--- src/rtl/rspm_pkg.sv ---
// Purpose: shared constants for the reset state and pin mode controller
// Assumes: APB with 32-bit data, byte addresses on paddr
// Notes: register offsets and reset markers are shared by top and bench
package rspm_pkg;
    localparam int ADDR_W = 8;
    localparam int DATA_W = 32;
    // printed register-file indices, byte address is four times the index
    localparam logic [7:0] IDX_CHAN = 8'h14;
    localparam logic [7:0] IDX_MODE = 8'h21;
    localparam logic [7:0] OFS_CHAN = 8'h50;
    localparam logic [7:0] OFS_MODE = 8'h84;
    localparam logic [7:0] OFS_PINF = 8'h00;
    localparam logic [7:0] OFS_STAT = 8'h04;
    localparam logic [7:0] OFS_MASK = 8'h08;
    localparam logic [7:0] OFS_ADC = 8'h0C;
    localparam logic [7:0] OFS_SYS = 8'h10;

    localparam int ADC_BITS = 6;
    localparam int ADC_CH = 6;
    localparam int NPIN = 8;
    localparam int PINF_W = 2 * NPIN;
    localparam int REG_W = 4;
    localparam int EVT_W = 4;
    localparam logic [5:0] ADC_MSB = 6'h20;

    // pin function codes, two bits per shared pin
    localparam logic [1:0] PF_GPIO = 2'h0;
    localparam logic [1:0] PF_COUNT = 2'h1;
    localparam logic [1:0] PF_ADC = 2'h2;
    localparam logic [15:0] PINF_RST = 16'h0000;
    localparam logic [3:0] CHAN_RST = 4'h0;

    // pll division mode codes
    localparam logic [3:0] PLL_OFF = 4'h0;
    localparam logic [3:0] DIRECT_DIV_LOW_BAND = 4'h1;
    localparam logic [3:0] SWALLOW_DIV_MID_BAND = 4'h2;
    localparam logic [3:0] SWALLOW_DIV_TOP_BAND = 4'h3;

    // timer carry marker after power-on reset and after chip-enable reset
    localparam logic TC_POR = 1'b0;
    localparam logic TC_CE = 1'b1;
    localparam logic [12:0] RESTART_ADDR = 13'h0000;

    // status bit positions
    localparam int EV_POR = 0;
    localparam int EV_CE = 1;
    localparam int EV_STOP = 2;
    localparam int EV_ADC = 3;

    // system status bit positions
    localparam int SYS_TC = 0;
    localparam int SYS_BACKUP = 1;
    localparam int SYS_PLL = 2;

    typedef enum logic [1:0] {
        ST_RUN = 2'b01,
        ST_BACKUP = 2'b10
    } rspm_state_t;
endpackage

--- src/rtl/rspm_top.sv ---
// Purpose: reset state, shared pin function and pll input mode control
// Assumes: all inputs synchronous to clk_in; por_in from the supply monitor
// Notes: APB slave, registers answer after one wait cycle
//
// The APB register port is this design's own decision.
`timescale 1ns/100ps
module rspm_top (
    input logic clk_in,
    input logic sys_rst_in,
    input logic clk_en_in,
    input logic psel_in,
    input logic penable_in,
    input logic pwrite_in,
    input logic [7:0] paddr_in,
    input logic [31:0] pwdata_in,
    output logic [31:0] prdata_out,
    output logic pready_out,
    output logic pslverr_out,
    input logic chip_enable_in,
    input logic por_in,
    input logic clock_stop_in,
    input logic adc_cmp_in,
    output logic [5:0] adc_tap_out,
    output logic [5:0] adc_mux_out,
    output logic [7:0] pin_gpio_out,
    output logic [7:0] pin_count_out,
    output logic [7:0] pin_adc_out,
    output logic lo_low_sel_out,
    output logic lo_high_sel_out,
    output logic lo_low_pd_out,
    output logic lo_high_pd_out,
    output logic swallow_en_out,
    output logic osc_run_out,
    output logic backup_out,
    output logic restart_out,
    output logic [12:0] restart_addr_out,
    output logic timer_carry_out,
    output logic irq_out
);
    rspm_pkg::rspm_state_t state_reg;
    logic ce_q_reg, tc_reg;
    logic [15:0] pin_func_reg;
    logic [3:0] chan_reg, mode_reg, applied_reg;
    logic por_evt, stop_evt, ce_evt, wipe;
    logic setup_ph, acc, wr_go, hit;
    logic [31:0] rd_data;
    logic [3:0] ev_set, ev_clr, status, mask;
    logic mask_wr, adc_start, adc_busy, adc_done;
    logic [5:0] adc_res;
    logic lo_active, use_low, use_high;

    // reset sources, power-on reset outranks clock stop outranks chip enable
    assign por_evt = clk_en_in && por_in;
    assign stop_evt = clk_en_in && clock_stop_in && !por_in;
    assign ce_evt = clk_en_in && chip_enable_in && !ce_q_reg
        && !por_in && !clock_stop_in;
    assign wipe = sys_rst_in || por_evt;

    // APB: first access cycle raises pready, second completes
    assign setup_ph = psel_in && penable_in && !pready_out;
    assign acc = clk_en_in && psel_in && penable_in && pready_out;
    // registers are retained, not written, while in backup
    assign wr_go = acc && pwrite_in && (state_reg == rspm_pkg::ST_RUN);

    always_comb begin
        rd_data = 32'h0000_0000;
        hit = 1'b1;
        if (paddr_in == rspm_pkg::OFS_PINF) begin
            rd_data[15:0] = pin_func_reg;
        end else if (paddr_in == rspm_pkg::OFS_STAT) begin
            rd_data[3:0] = status;
        end else if (paddr_in == rspm_pkg::OFS_MASK) begin
            rd_data[3:0] = mask;
        end else if (paddr_in == rspm_pkg::OFS_ADC) begin
            rd_data[5:0] = adc_res;
            rd_data[8] = adc_busy;
        end else if (paddr_in == rspm_pkg::OFS_SYS) begin
            rd_data[rspm_pkg::SYS_TC] = tc_reg;
            rd_data[rspm_pkg::SYS_BACKUP] = (state_reg == rspm_pkg::ST_BACKUP);
            rd_data[rspm_pkg::SYS_PLL] = (applied_reg != rspm_pkg::PLL_OFF);
        end else if (paddr_in == rspm_pkg::OFS_CHAN) begin
            rd_data[3:0] = chan_reg;
        end else if (paddr_in == rspm_pkg::OFS_MODE) begin
            rd_data[3:0] = mode_reg;
        end else begin
            hit = 1'b0;
        end
    end

    always_ff @(posedge clk_in) begin
        if (sys_rst_in) begin
            pready_out <= 1'b0;
            prdata_out <= 32'h0000_0000;
            pslverr_out <= 1'b0;
        end else if (clk_en_in) begin
            pready_out <= setup_ph;
            if (setup_ph) begin
                prdata_out <= pwrite_in ? 32'h0000_0000 : rd_data;
                pslverr_out <= !hit;
            end else begin
                prdata_out <= 32'h0000_0000;
                pslverr_out <= 1'b0;
            end
        end
    end

    always_ff @(posedge clk_in) begin
        if (sys_rst_in) begin
            ce_q_reg <= 1'b1;
        end else if (clk_en_in) begin
            ce_q_reg <= chip_enable_in;
        end
    end

    // shared pin functions
    always_ff @(posedge clk_in) begin
        if (wipe) begin
            pin_func_reg <= rspm_pkg::PINF_RST;
        end else if (stop_evt) begin
            pin_func_reg <= rspm_pkg::PINF_RST;
        end else if (ce_evt) begin
            pin_func_reg <= pin_func_reg;
        end else if (wr_go && paddr_in == rspm_pkg::OFS_PINF) begin
            pin_func_reg <= pwdata_in[15:0];
        end
    end

    always_ff @(posedge clk_in) begin
        if (wipe) begin
            chan_reg <= rspm_pkg::CHAN_RST;
        end else if (wr_go && paddr_in == rspm_pkg::OFS_CHAN) begin
            chan_reg <= pwdata_in[3:0];
        end
    end

    // mode register keeps its value through clock stop; applied mode does not
    always_ff @(posedge clk_in) begin
        if (wipe) begin
            mode_reg <= rspm_pkg::PLL_OFF;
        end else if (wr_go && paddr_in == rspm_pkg::OFS_MODE && !stop_evt && !ce_evt) begin
            mode_reg <= pwdata_in[3:0];
        end
    end

    always_ff @(posedge clk_in) begin
        if (wipe) begin
            applied_reg <= rspm_pkg::PLL_OFF;
        end else if (stop_evt) begin
            applied_reg <= rspm_pkg::PLL_OFF;
        end else if (ce_evt) begin
            applied_reg <= mode_reg;
        end else if (wr_go && paddr_in == rspm_pkg::OFS_MODE) begin
            applied_reg <= pwdata_in[3:0];
        end
    end

    always_ff @(posedge clk_in) begin
        if (wipe) begin
            tc_reg <= rspm_pkg::TC_POR;
        end else if (ce_evt) begin
            tc_reg <= rspm_pkg::TC_CE;
        end
    end

    // backup is left only by a chip-enable reset, power-on reset or sys_rst_in
    always_ff @(posedge clk_in) begin
        if (wipe) begin
            state_reg <= rspm_pkg::ST_RUN;
        end else if (clk_en_in) begin
            case (state_reg)
                rspm_pkg::ST_RUN: begin
                    if (stop_evt && !chip_enable_in) begin
                        state_reg <= rspm_pkg::ST_BACKUP;
                    end
                end
                rspm_pkg::ST_BACKUP: begin
                    if (ce_evt) begin
                        state_reg <= rspm_pkg::ST_RUN;
                    end
                end
                default: begin
                    state_reg <= rspm_pkg::ST_RUN;
                end
            endcase
        end
    end

    always_ff @(posedge clk_in) begin
        if (sys_rst_in) begin
            osc_run_out <= 1'b1;
            backup_out <= 1'b0;
            restart_out <= 1'b1;
            restart_addr_out <= rspm_pkg::RESTART_ADDR;
            timer_carry_out <= rspm_pkg::TC_POR;
        end else if (clk_en_in) begin
            osc_run_out <= (state_reg == rspm_pkg::ST_RUN);
            backup_out <= (state_reg == rspm_pkg::ST_BACKUP);
            restart_out <= por_evt || ce_evt;
            restart_addr_out <= rspm_pkg::RESTART_ADDR;
            timer_carry_out <= tc_reg;
        end
    end

    // per-pin function decode and converter input selection
    genvar gi;
    generate
        for (gi = 0; gi < rspm_pkg::NPIN; gi++) begin : g_pin
            always_ff @(posedge clk_in) begin
                if (sys_rst_in) begin
                    pin_gpio_out[gi] <= 1'b1;
                    pin_count_out[gi] <= 1'b0;
                    pin_adc_out[gi] <= 1'b0;
                end else if (clk_en_in) begin
                    pin_gpio_out[gi] <= pin_func_reg[2*gi+:2] == rspm_pkg::PF_GPIO;
                    pin_count_out[gi] <= pin_func_reg[2*gi+:2] == rspm_pkg::PF_COUNT;
                    pin_adc_out[gi] <= pin_func_reg[2*gi+:2] == rspm_pkg::PF_ADC;
                end
            end
            if (gi < rspm_pkg::ADC_CH) begin : g_ch
                always_ff @(posedge clk_in) begin
                    if (sys_rst_in) begin
                        adc_mux_out[gi] <= 1'b0;
                    end else if (clk_en_in) begin
                        adc_mux_out[gi] <= chan_reg == 4'(gi);
                    end
                end
            end
        end
    endgenerate

    // pll input steering; the 4-bit mode field leaves codes above 3 as off
    assign lo_active = chip_enable_in && (state_reg == rspm_pkg::ST_RUN);
    assign use_low = (applied_reg == rspm_pkg::DIRECT_DIV_LOW_BAND)
        || (applied_reg == rspm_pkg::SWALLOW_DIV_MID_BAND);
    assign use_high = applied_reg == rspm_pkg::SWALLOW_DIV_TOP_BAND;

    always_ff @(posedge clk_in) begin
        if (sys_rst_in) begin
            lo_low_sel_out <= 1'b0;
            lo_high_sel_out <= 1'b0;
            lo_low_pd_out <= 1'b1;
            lo_high_pd_out <= 1'b1;
            swallow_en_out <= 1'b0;
        end else if (clk_en_in) begin
            lo_low_sel_out <= lo_active && use_low;
            lo_high_sel_out <= lo_active && use_high;
            lo_low_pd_out <= !(lo_active && use_low);
            lo_high_pd_out <= !(lo_active && use_high);
            swallow_en_out <= lo_active && (applied_reg == rspm_pkg::SWALLOW_DIV_MID_BAND
                || use_high);
        end
    end

    // events and interrupt
    assign ev_set[rspm_pkg::EV_POR] = por_evt;
    assign ev_set[rspm_pkg::EV_CE] = ce_evt;
    assign ev_set[rspm_pkg::EV_STOP] = stop_evt;
    assign ev_set[rspm_pkg::EV_ADC] = adc_done;
    assign ev_clr = (wr_go && paddr_in == rspm_pkg::OFS_STAT) ? pwdata_in[3:0] : 4'h0;
    assign mask_wr = wr_go && paddr_in == rspm_pkg::OFS_MASK;
    assign adc_start = wr_go && paddr_in == rspm_pkg::OFS_ADC && pwdata_in[0];

    rspm_evt u_evt (
        .clk_in(clk_in),
        .rst_in(sys_rst_in),
        .en_in(clk_en_in),
        .set_in(ev_set),
        .clr_in(ev_clr),
        .mask_wr_in(mask_wr),
        .mask_in(pwdata_in[3:0]),
        .status_out(status),
        .mask_out(mask),
        .irq_out(irq_out)
    );

    // converter; a clock stop abandons a conversion in flight
    rspm_sar u_sar (
        .clk_in(clk_in),
        .rst_in(wipe),
        .en_in(clk_en_in),
        .abort_in(clock_stop_in),
        .start_in(adc_start),
        .cmp_in(adc_cmp_in),
        .tap_out(adc_tap_out),
        .result_out(adc_res),
        .busy_out(adc_busy),
        .done_out(adc_done)
    );
endmodule

--- src/rtl/rspm_evt.sv ---
// Purpose: sticky event status, mask and level interrupt
// Assumes: clr_in is a write-one-to-clear strobe
// Notes: a set in the clearing cycle wins
`timescale 1ns/100ps
module rspm_evt (
    input logic clk_in,
    input logic rst_in,
    input logic en_in,
    input logic [3:0] set_in,
    input logic [3:0] clr_in,
    input logic mask_wr_in,
    input logic [3:0] mask_in,
    output logic [3:0] status_out,
    output logic [3:0] mask_out,
    output logic irq_out
);
    logic [3:0] status_next;

    assign status_next = (status_out & ~clr_in) | set_in;

    always_ff @(posedge clk_in) begin
        if (rst_in) begin
            status_out <= 4'h0;
            mask_out <= 4'h0;
            irq_out <= 1'b0;
        end else if (en_in) begin
            status_out <= status_next;
            if (mask_wr_in) begin
                mask_out <= mask_in;
            end
            irq_out <= |(status_next & (mask_wr_in ? mask_in : mask_out));
        end
    end
endmodule

--- src/rtl/rspm_sar.sv ---
// Purpose: successive approximation sequencer for the 6-bit converter
// Assumes: cmp_in is high when the input is at or above the tap level
// Notes: tap_out picks the resistor-string tap under test
`timescale 1ns/100ps
module rspm_sar (
    input logic clk_in,
    input logic rst_in,
    input logic en_in,
    input logic abort_in,
    input logic start_in,
    input logic cmp_in,
    output logic [5:0] tap_out,
    output logic [5:0] result_out,
    output logic busy_out,
    output logic done_out
);
    logic [5:0] bit_reg;
    logic [5:0] tap_next;

    assign tap_next = cmp_in ? tap_out : (tap_out & ~bit_reg);

    always_ff @(posedge clk_in) begin
        if (rst_in || (en_in && abort_in)) begin
            bit_reg <= 6'h00;
            tap_out <= 6'h00;
            result_out <= 6'h00;
            busy_out <= 1'b0;
            done_out <= 1'b0;
        end else if (en_in) begin
            done_out <= 1'b0;
            if (start_in && !busy_out) begin
                bit_reg <= rspm_pkg::ADC_MSB;
                tap_out <= rspm_pkg::ADC_MSB;
                busy_out <= 1'b1;
            end else if (busy_out) begin
                if (bit_reg == 6'h01) begin
                    result_out <= tap_next;
                    busy_out <= 1'b0;
                    done_out <= 1'b1;
                end else begin
                    tap_out <= tap_next | (bit_reg >> 1);
                    bit_reg <= bit_reg >> 1;
                end
            end
        end
    end
endmodule

--- config.mk ---
export PLATFORM = sky130hd
export DESIGN_NAME = rspm_top
export DESIGN_NICKNAME = d
export VERILOG_FILES = /design/src/rtl/rspm_pkg.sv /design/src/rtl/rspm_top.sv /design/src/rtl/rspm_evt.sv /design/src/rtl/rspm_sar.sv
export SDC_FILE = /design/constraint.sdc
export NUM_CORES = 1
export LEC_CHECK = 0
export BUFFER_PORTS_ARGS = -buffer_cell sky130_fd_sc_hd__buf_2
export CAP_MARGIN = 10
export CORE_MARGIN = 2
export CORE_UTILIZATION = 45
export DETAILED_ROUTE_END_ITERATION = 12
export PLACE_DENSITY = 0.75
export SLEW_MARGIN = 20
export SYNTH_ARGS = -nofsm -noshare
export SYNTH_HDL_FRONTEND = slang
export SYNTH_SLANG_ARGS = --single-unit
--- constraint.sdc ---
create_clock -name clk_in -period 2 [get_ports clk_in]
set_input_delay 0.3 -clock clk_in [delete_from_list [all_inputs] [get_ports clk_in]]
set_output_delay 0.3 -clock clk_in [all_outputs]
set_load 0.005 [all_outputs]
* Word level (Yosys, flattened, before mapping)
Cells that the tools add are included.
** Storage, ports and cells
- Register bits :: 134
- Input bits :: 50
- Output and inout port bits :: 93
- Logic and storage cells :: 213
** Operators by class
- Equal/unequal tests :: 36
- Mux-type cells :: 47
- Bitwise logic cells :: 9
- Reductions and logical operators :: 64
** Operators with widths (count)
- $mux W6 :: 8
- $mux W4 :: 9
- $mux W16 :: 2
- $logic_and A1 B1 Y1 :: 29
- $mux W1 :: 19
- $eq A2 B1 Y1 const B :: 9
- $eq A2 B2 Y1 const B :: 9
- $eq A4 B2 Y1 const B :: 4
- $eq A8 B4 Y1 const B :: 2
- $logic_not A2 Y1 :: 8
- $mux W2 :: 6
- $logic_not A1 Y1 :: 11
- $and A4 B4 Y4 :: 2
- $eq A4 B1 Y1 const B :: 2
- $eq A4 B3 Y1 const B :: 2
- $eq A8 B3 Y1 const B :: 1
- $eq A8 B5 Y1 const B :: 1
- $eq A8 B7 Y1 const B :: 1
- $eq A8 B8 Y1 const B :: 1
- $logic_not A8 Y1 :: 1
- $mux W7 :: 1
- $and A6 B6 Y6 :: 1
- $eq A6 B1 Y1 const B :: 1
- $not A6 Y6 :: 1
- other kinds (17) :: 25

* Longest topological paths before layout
Gate-level depths: netlist of the first run.
- Depth in word-level cells :: 12
- Mapped depth :: 10
- Mapped depth without buffers :: 6

* Hierarchy
Synthesis of the first run repeated with hierarchy kept, for this count alone.
** Unflattened totals
- Cell total of the unflattened synthesis :: 663
- Area, all modules :: 5607.9 µm²
** Modules (own cells, without submodules)
- rspm_top :: instances 1, cells an instance 512, area each 4270.3 µm², sequential area each 1781.7 µm²
- rspm_sar :: instances 1, cells an instance 97, area each 897.1 µm², sequential area each 400.4 µm²
- rspm_evt :: instances 1, cells an instance 54, area each 440.4 µm², sequential area each 180.2 µm²

* Least setup slack after synthesis of the first run
No wires, ideal clock.
- Kind :: in2reg
- Start point :: input port paddr_in[5]
- End point :: register u_sar.tap_out[0]
- Setup time :: 132 ps
- Data arrival time :: 1755 ps
- Data required time :: 1868 ps
- Path slack :: 113 ps
- Stages :: 7
- Buffers on the path :: 1
- Cells stage by stage :: or3_4 > nor3_2 > nand3_1 > and2_1 > clkbuf_1 > o21ai_0 > a21oi_1
** On the way
- Word-level cells in the longest chain between the ends :: 6
- Elaborated cells on any way between the ends :: 8
- Classes of those cells :: 2 x eq/ne; 1 x mux; 5 x reduce/logical
** RTL lines
- from (decl) :: RTL line rspm_top.sv:14 : input logic [7:0] paddr_in,
- $eq A8 B4 Y1 (*) :: RTL line rspm_top.sv:261 : assign adc_start = wr_go && paddr_in == rspm_pkg::OFS_ADC && pwdata_in[0];
- $logic_and A1 B1 Y1 (*) (2 in a row) :: RTL line rspm_top.sv:261
- $logic_and A1 B1 Y1 (*) :: RTL line rspm_sar.sv:31 : if (start_in && !busy_out) begin
- $ne A2 B1 Y1 (no source line) / $reduce_bool A2 Y1 (equally long branches)
- $reduce_and A3 Y1 (no source line)
- to (signal assigned) :: RTL line rspm_sar.sv:33 : tap_out <= rspm_pkg::ADC_MSB;
- to (signal assigned) :: RTL line rspm_sar.sv:41 : tap_out <= tap_next | (bit_reg >> 1);
- to (decl) :: RTL line rspm_sar.sv:12 : output logic [5:0] tap_out,
Mark *: on every way between the ends. The rest lies on a longest branch, timed or not.
A chain may end at the register's enable or synchronous reset.

* Final worst setup path of the first run
- Start point :: register ce_q_reg
- End point :: register pin_func_reg[13]
** On the way
- Word-level cells in the longest chain between the ends :: 6
** RTL lines
- from (decl) :: RTL line rspm_top.sv:41 : logic ce_q_reg, tc_reg;
- from (signal assigned) :: RTL line rspm_top.sv:111 : ce_q_reg <= chip_enable_in;
- $logic_not A1 Y1 :: RTL line rspm_top.sv:55 : assign ce_evt = clk_en_in && chip_enable_in && !ce_q_reg
- $logic_and A1 B1 Y1 :: RTL line rspm_top.sv:55
- $logic_and A1 B1 Y1 (2 in a row) :: RTL line rspm_top.sv:56 : && !por_in && !clock_stop_in;
- $not A1 Y1 (no source line)
- $reduce_and A2 Y1 (no source line)
- to (signal assigned) :: RTL line rspm_top.sv:118 : pin_func_reg <= rspm_pkg::PINF_RST;
- to (signal assigned) :: RTL line rspm_top.sv:120 : pin_func_reg <= rspm_pkg::PINF_RST;
- to (signal assigned) :: RTL line rspm_top.sv:122 : pin_func_reg <= pin_func_reg;
- to (decl) :: RTL line rspm_top.sv:42 : logic [15:0] pin_func_reg;
Every way passes these cells.

==> impl_metrics.env, run 1 <==
export IMPL_yosys_most_used_dff="dfxtp_1"
export IMPL_dp_hpwl_mm=9.173
export IMPL_cpPeakStageDelay_ns=0.43
export IMPL_ctsHoldBuffers=0
export IMPL_cts_tree="built"
export IMPL_wirelength_mm=13.13
export IMPL_final_nets=759
export IMPL_period_needed_ns=1.875
export IMPL_cts_root_buf="clkbuf_8"
export IMPL_crit_path_start_kind="flop"
export IMPL_start_util_pct=46.17
export IMPL_grt_pass1_vias=4269
export IMPL_crit_family="simple AND/OR/NAND/NOR gates"
export IMPL_syn_to_final_growth_pct=24.76
export IMPL_die_area_um2=12030
export IMPL_drtPass1Iterations=5
export IMPL_leakagePower_nw=2.735
export IMPL_synth_area_um2=5027
export IMPL_ys_seq_elements=118
export IMPL_max_slew_worst_pin_slew_ns=0.6251
export IMPL_hold_viol=0
export IMPL_fin_worst_skew_ns=0.01101
export IMPL_clock_sinks=118
export IMPL_cts_inserted_buffers=17
export IMPL_max_vdd_ir_drop_mv=0.4070
export IMPL_cts_buffer_depth=2
export IMPL_drtIter0Drc=296
export IMPL_synth_edf_count=0
export IMPL_synth_seq_area_share_pct=46.99
export IMPL_status="finished, final reports clean"
export IMPL_num_vias=4591
export IMPL_post_route_period_util_pct=93.76
export IMPL_clkSlewWorstSetupHoldPaths_ns=0.06
export IMPL_track_usage_pct=22.40
export IMPL_power_density_nw_per_um2=897.8
export IMPL_drv_cap=0
export IMPL_portBuffers=97
export IMPL_die_y_um=109.7
export IMPL_viasPerCell=5.338
export IMPL_drc=0
export IMPL_cp_required_ns=2.40
export IMPL_min_delay_path_class="input port to flop"
export IMPL_syn_inst=600
export IMPL_antenna_found_initial=0
export IMPL_diodes=0
export IMPL_grt_pass1_wl_mm=20.73
export IMPL_ant_nets=0
export IMPL_cp_arrival_ns=2.28
export IMPL_grt_start_max_net_pins=65
export IMPL_crit_chain="or3b_1 > or3_1 > nand4_1 > buf_12 > mux2i_1 > nor2_1"
export IMPL_drive_above_1_share_pct=23.47
export IMPL_htree_levels=4
export IMPL_path_class="flop to flop"
export IMPL_post_drt_wl_per_cell_um=15.27
export IMPL_cp_slowest_cell="or3_1"
export IMPL_power_mw=5.631
export IMPL_path_max_fanout=19
export IMPL_end_kind="flop"
export IMPL_rsz0062_at_grt="false"
export IMPL_tns_ns=0
export IMPL_synth_cell_types=52
export IMPL_gp_congestion=0.9206
export IMPL_globalRouteOverflowTotal=0
export IMPL_synthArstFlopShare_pct=0
export IMPL_io_pins=143
export IMPL_rows=38
export IMPL_drv_slew=0
export IMPL_clkLatencyLatePin_ns=0.51
export IMPL_max_freq_mhz=533.3
export IMPL_avgSynthCellArea_um2=8.379
export IMPL_placeableCoreArea_um2=10890
export IMPL_yosys_warnings=0
export IMPL_critPathBufInv=1
export IMPL_setup_viol=0
export IMPL_die_w_um=109.7
export IMPL_slew_headroom_pct=58.33
routing by layer:
metal / track usage [%] / share of wire, % / vias to the layer above
met5: 0 / 0 / -
met1: 28.50 / 44 / 2181
met4: 8.951 / 2.2 / 0
li1: - / - / 2243
met2: 36.07 / 48 / 142
met3: 6.046 / 5.7 / 25
placed cells by master, fill, tap and decap left out, drive strengths merged, types with 3 or more instances in the layout:
master  instances
or3             4
clkbuf         21
a21boi          4
nor4b           3
o22ai           4
mux2i          26
nand3          11
dfxtp         118
nor3           12
a22oi          14
a211oi          5
nand2b          5
conb           29
nand3b         10
nand2          61
o21ai          21
nor4            7
inv            14
buf           128
nor2b           4
bufinv          3
a32oi           3
nor2           87
clkinv          5
or2             4
a21oi          86
o31ai           8
report_power, final:
group / internal [mW] / switching (mW)
sequential: 2.37 / 0.0112
combinational: 0.0993 / 0.187
clock: 1.94 / 1.02
total: 4.42 / 1.22
per-stage QoR:
stage / area [µm²] / util, % / hold WS [ns] / setup slack (ns) / cells
after CTS: 6264 / 57.53 / 0.01148 / 0.1245 / 860
after global placement: 5688 / 52.24 / 0.4376 / -0.04515 / 830
final: 6272 / 57.61 / 0.02546 / 0.1249 / 860
after floorplan: 5132 / - / 0.4122 / 0.1126 / 628
after global routing: 6272 / 57.61 / 0.01669 / 0.002439 / 860
after detailed placement: 5688 / 52.24 / 0.4461 / -0.03738 / 830
cells by family after synthesis:
kind of cell,synth area share [%]
xor+xnor,0.1742
buf+inv,8.511
other cells,0.07459
flops,46.99
compound gates,17.82
simple gates,20.81
mux,5.625
cell type report:
type	count	area, µm²
fillers	964	4616
flip-flops and latches	118	2362
multi-input cells	430	2351
repair buffers	128	755.7
clock buffers	21	449.2
well taps	140	175.2
clock inverters	9	126.4
inverters	14	52.55
path summary, 6_finish.rpt:
path	startpoint	to	slack, ns	cells past startpoint
worst max register to register	ce_q_reg$_SDFFE_PP1P_	pin_func_reg[13]$_SDFFE_PP0P_	0.12	6
worst min-delay path	pwdata_in[6]	pin_func_reg[6]$_SDFFE_PP0P_	0.03	3
worst min register to register	u_sar.result_out[3]$_SDFFE_PP0P_	u_sar.result_out[3]$_SDFFE_PP0P_	0.45	2
worst max-delay path	ce_q_reg$_SDFFE_PP1P_	pin_func_reg[13]$_SDFFE_PP0P_	0.12	6
synthesized netlist by cell type (all sizes together) (8+ instances only):
cell	n	area, µm²
nand3b	10	75.07
inv	13	48.80
mux2i	26	260.3
nand2	61	229.0
nand3	11	55.05
buf	37	265.3
a21oi	86	430.4
a22oi	14	105.1
o21ai	21	105.1
nor3	12	76.33
dfxtp	118	2362
nor2	87	326.6
clkbuf	29	110.1
o31ai	8	60.06
worst register-to-register path, delay by kind of cell, from the launching register on:
family                 cells  cell delay, ns
DFF                        1            0.30
muxes                      1            0.23
buffers and inverters      1            0.20
and+or+nand+nor            4            1.05
what timing repair did:
item / 4_1_cts / 5_1_grt
setup endpoints to repair: 0 / 1
gates resized for setup: 0 / 5
setup buffers: 0 / 0
Note: power is estimated with default switching activity, not from simulation.
==> inputs of run 2 (changes only) <==
--- a/config.mk
+++ b/config.mk
@@ -7,7 +7,7 @@
 export LEC_CHECK = 0
 export BUFFER_PORTS_ARGS = -buffer_cell sky130_fd_sc_hd__buf_2
 export CAP_MARGIN = 10
-export CORE_MARGIN = 2
+export CORE_MARGIN = 1.5
 export CORE_UTILIZATION = 45
 export DETAILED_ROUTE_END_ITERATION = 12
 export PLACE_DENSITY = 0.75
==> impl_metrics.env, run 2 (same netlist as run 1, synthesis figures left out) <==
export IMPL_track_usage_pct=23.22
export IMPL_status="finished, final reports clean"
export IMPL_start_util_pct=46.17
export IMPL_path_class="flop to flop"
export IMPL_antenna_found_initial=0
export IMPL_whs_ns=0.01978
export IMPL_drtIter0Drc=268
export IMPL_cts_buffer_depth=2
export IMPL_hold_depth=3
export IMPL_end_kind="flop"
export IMPL_clock_sinks=118
export IMPL_r2r_cells=7
export IMPL_clkSlewWorstSetupHoldPaths_ns=0.06
export IMPL_num_vias=4597
export IMPL_wl_met2_mm=6.370
export IMPL_gp_congestion=0.8634
export IMPL_wl_met1_mm=5.876
export IMPL_period_needed_ns=1.922
export IMPL_grt_pass1_vias=4178
export IMPL_cts_tree="built"
export IMPL_placeableCoreArea_um2=10890
export IMPL_htree_levels=4
export IMPL_die_w_um=108.7
export IMPL_crit_chain="nand4b_1 > and4bb_4 > buf_4 > mux2i_2 > a21oi_1 > nor4_2 > nor3_1"
export IMPL_fin_ws_ns=0.07785
export IMPL_die_y_um=108.7
export IMPL_setup_viol=0
export IMPL_drive_above_1_share_pct=24.73
export IMPL_grt_pass1_wl_mm=20.96
export IMPL_hold_viol=0
export IMPL_grt_start_max_net_pins=60
export IMPL_slew_headroom_pct=59.58
export IMPL_ant_nets=0
export IMPL_io_pins=143
export IMPL_max_slew_worst_pin_slew_ns=0.5979
export IMPL_place_area_um2=5718
export IMPL_drv_slew=0
export IMPL_drtPass1Iterations=6
export IMPL_reg2reg_slack_ns=0.08
export IMPL_cts_inserted_buffers=17
export IMPL_drv_cap=0
export IMPL_max_vdd_ir_drop_mv=0.4703
export IMPL_r2r_start="state_reg[1]$_SDFFE_PP0P_"
export IMPL_layout_common_cells="117 x dfxtp_1, 97 x buf_2, 87 x nor2_1"
export IMPL_cp_required_ns=2.38
export IMPL_power_density_nw_per_um2=890.5
export IMPL_route_met3_wl_um=662
export IMPL_cpPeakStageDelay_ns=0.40
export IMPL_hp_start="pwdata_in[8]"
export IMPL_rows=38
export IMPL_portBuffers=97
export IMPL_max_freq_mhz=520.3
export IMPL_leakagePower_nw=2.738
export IMPL_tns_ns=0
export IMPL_crit_path_start_kind="flop"
export IMPL_post_drt_wl_per_cell_um=15.20
export IMPL_rr_endpoint="u_evt.irq_out$_SDFFE_PP0P_"
export IMPL_syn_to_final_growth_pct=26.13
export IMPL_wirelength_mm=13.20
export IMPL_final_nets=765
export IMPL_finalInstanceArea_um2=6341
export IMPL_cp_slowest_cell="and4bb_4"
export IMPL_die_area_um2=11810
export IMPL_fill_cells=970
export IMPL_path_max_fanout=4
export IMPL_pre_cts_ws_ns=-0.08144
export IMPL_post_route_period_util_pct=96.11
export IMPL_viasPerCell=5.296
export IMPL_fin_worst_skew_ns=0.008720
export IMPL_dp_hpwl_mm=9.285
export IMPL_drc=0
export IMPL_top_layer_used="met4"
export IMPL_cts_root_buf="clkbuf_8"
export IMPL_diodes=0
export IMPL_cp_arrival_ns=2.31
export IMPL_layout_cells_most_common="dfxtp_1"
export IMPL_min_delay_path_class="input port to flop"
export IMPL_whs_endpoint="pin_func_reg[8]$_SDFFE_PP0P_"
export IMPL_globalRouteOverflowTotal=0
export IMPL_clkLatencyLatePin_ns=0.52
[run 2: changes by cell type in the layout (fill, tap and decap cells not counted), moves of 2 or more]
cell / delta
buf_4: +5
clkbuf_1: -2
clkinvlp_4: +5
clkinv_4: +4
clkinv_2: -4
[run 2: cell type report]
cell class | instances | area (µm²) | area share (%)
clock inverter | 13 | 148.9 | 2.348
tap | 140 | 175.2 | 2.762
multi-input combinational | 430 | 2356 | 37.15
sequential | 118 | 2364 | 37.27
inverter | 14 | 52.55 | 0.8287
clock buffer | 19 | 441.7 | 6.965
timing repair buffer | 134 | 803.3 | 12.67
[run 2: report_power, final]
| part | total [mW] | switching, mW | internal, mW |
|---|---|---|---|
| registers | 2.38 | 0.0118 | 2.37 |
| logic | 0.294 | 0.190 | 0.103 |
| clock network | 2.97 | 1.12 | 1.85 |
[run 2: worst max path at each step]
| stage | from | end | depth (start not counted) | slack (ns) |
|---|---|---|---|---|
| 2_1_floorplan | paddr_in[5] | u_sar.tap_out[0]$_SDFFE_PP0P_ | 7 | 0.11 |
| 3_3_place_gp | paddr_in[5] | u_evt.irq_out$_SDFFE_PP0P_ | 8 | -0.02 |
| 3_5_place_dp | paddr_in[4] | u_evt.irq_out$_SDFFE_PP0P_ | 7 | -0.08 |
| 4_1_cts | state_reg[1]$_SDFFE_PP0P_ | u_evt.irq_out$_SDFFE_PP0P_ | 7 | 0.09 |
| 5_1_grt | state_reg[1]$_SDFFE_PP0P_ | u_evt.irq_out$_SDFFE_PP0P_ | 7 | -0.006 |
| 6_report | state_reg[1]$_SDFFE_PP0P_ | u_evt.irq_out$_SDFFE_PP0P_ | 7 | 0.08 |
[run 2: timing repair]
item / in CTS / in global routing
endpoints found under the setup margin: 0 / 1
hold endpoints to repair: 1 / 0
hold buffers: 1 / 0
resized for setup: 0 / 6
setup buffers: 0 / 1
[run 2: metrics by stage]
stage                     utilization, %  power, mW  cells
after detailed placement           52.52      2.723    834
after global routing               58.24      5.831    868
after CTS                          58.03      5.679    867
after floorplan                        -      2.634    628
after global placement             52.52      2.717    834
final                              58.24      5.647    868
[run 2: routing by layer]
layer / vias to the layer above / global-route usage [%]
li1: 2248 / -
met5: - / 0
met2: 144 / 37.29
met1: 2182 / 29.43
met3: 23 / 6.276
met4: 0 / 9.774
[run 2: critical path, delay by kind of cell, from the launching register on]
kind	cells	cell delay, ns
and+or+nand+nor	4	1.00
DFF	1	0.33
muxes	1	0.23
buffers and inverters	1	0.13
AOI/OAI and AO/OA	1	0.09
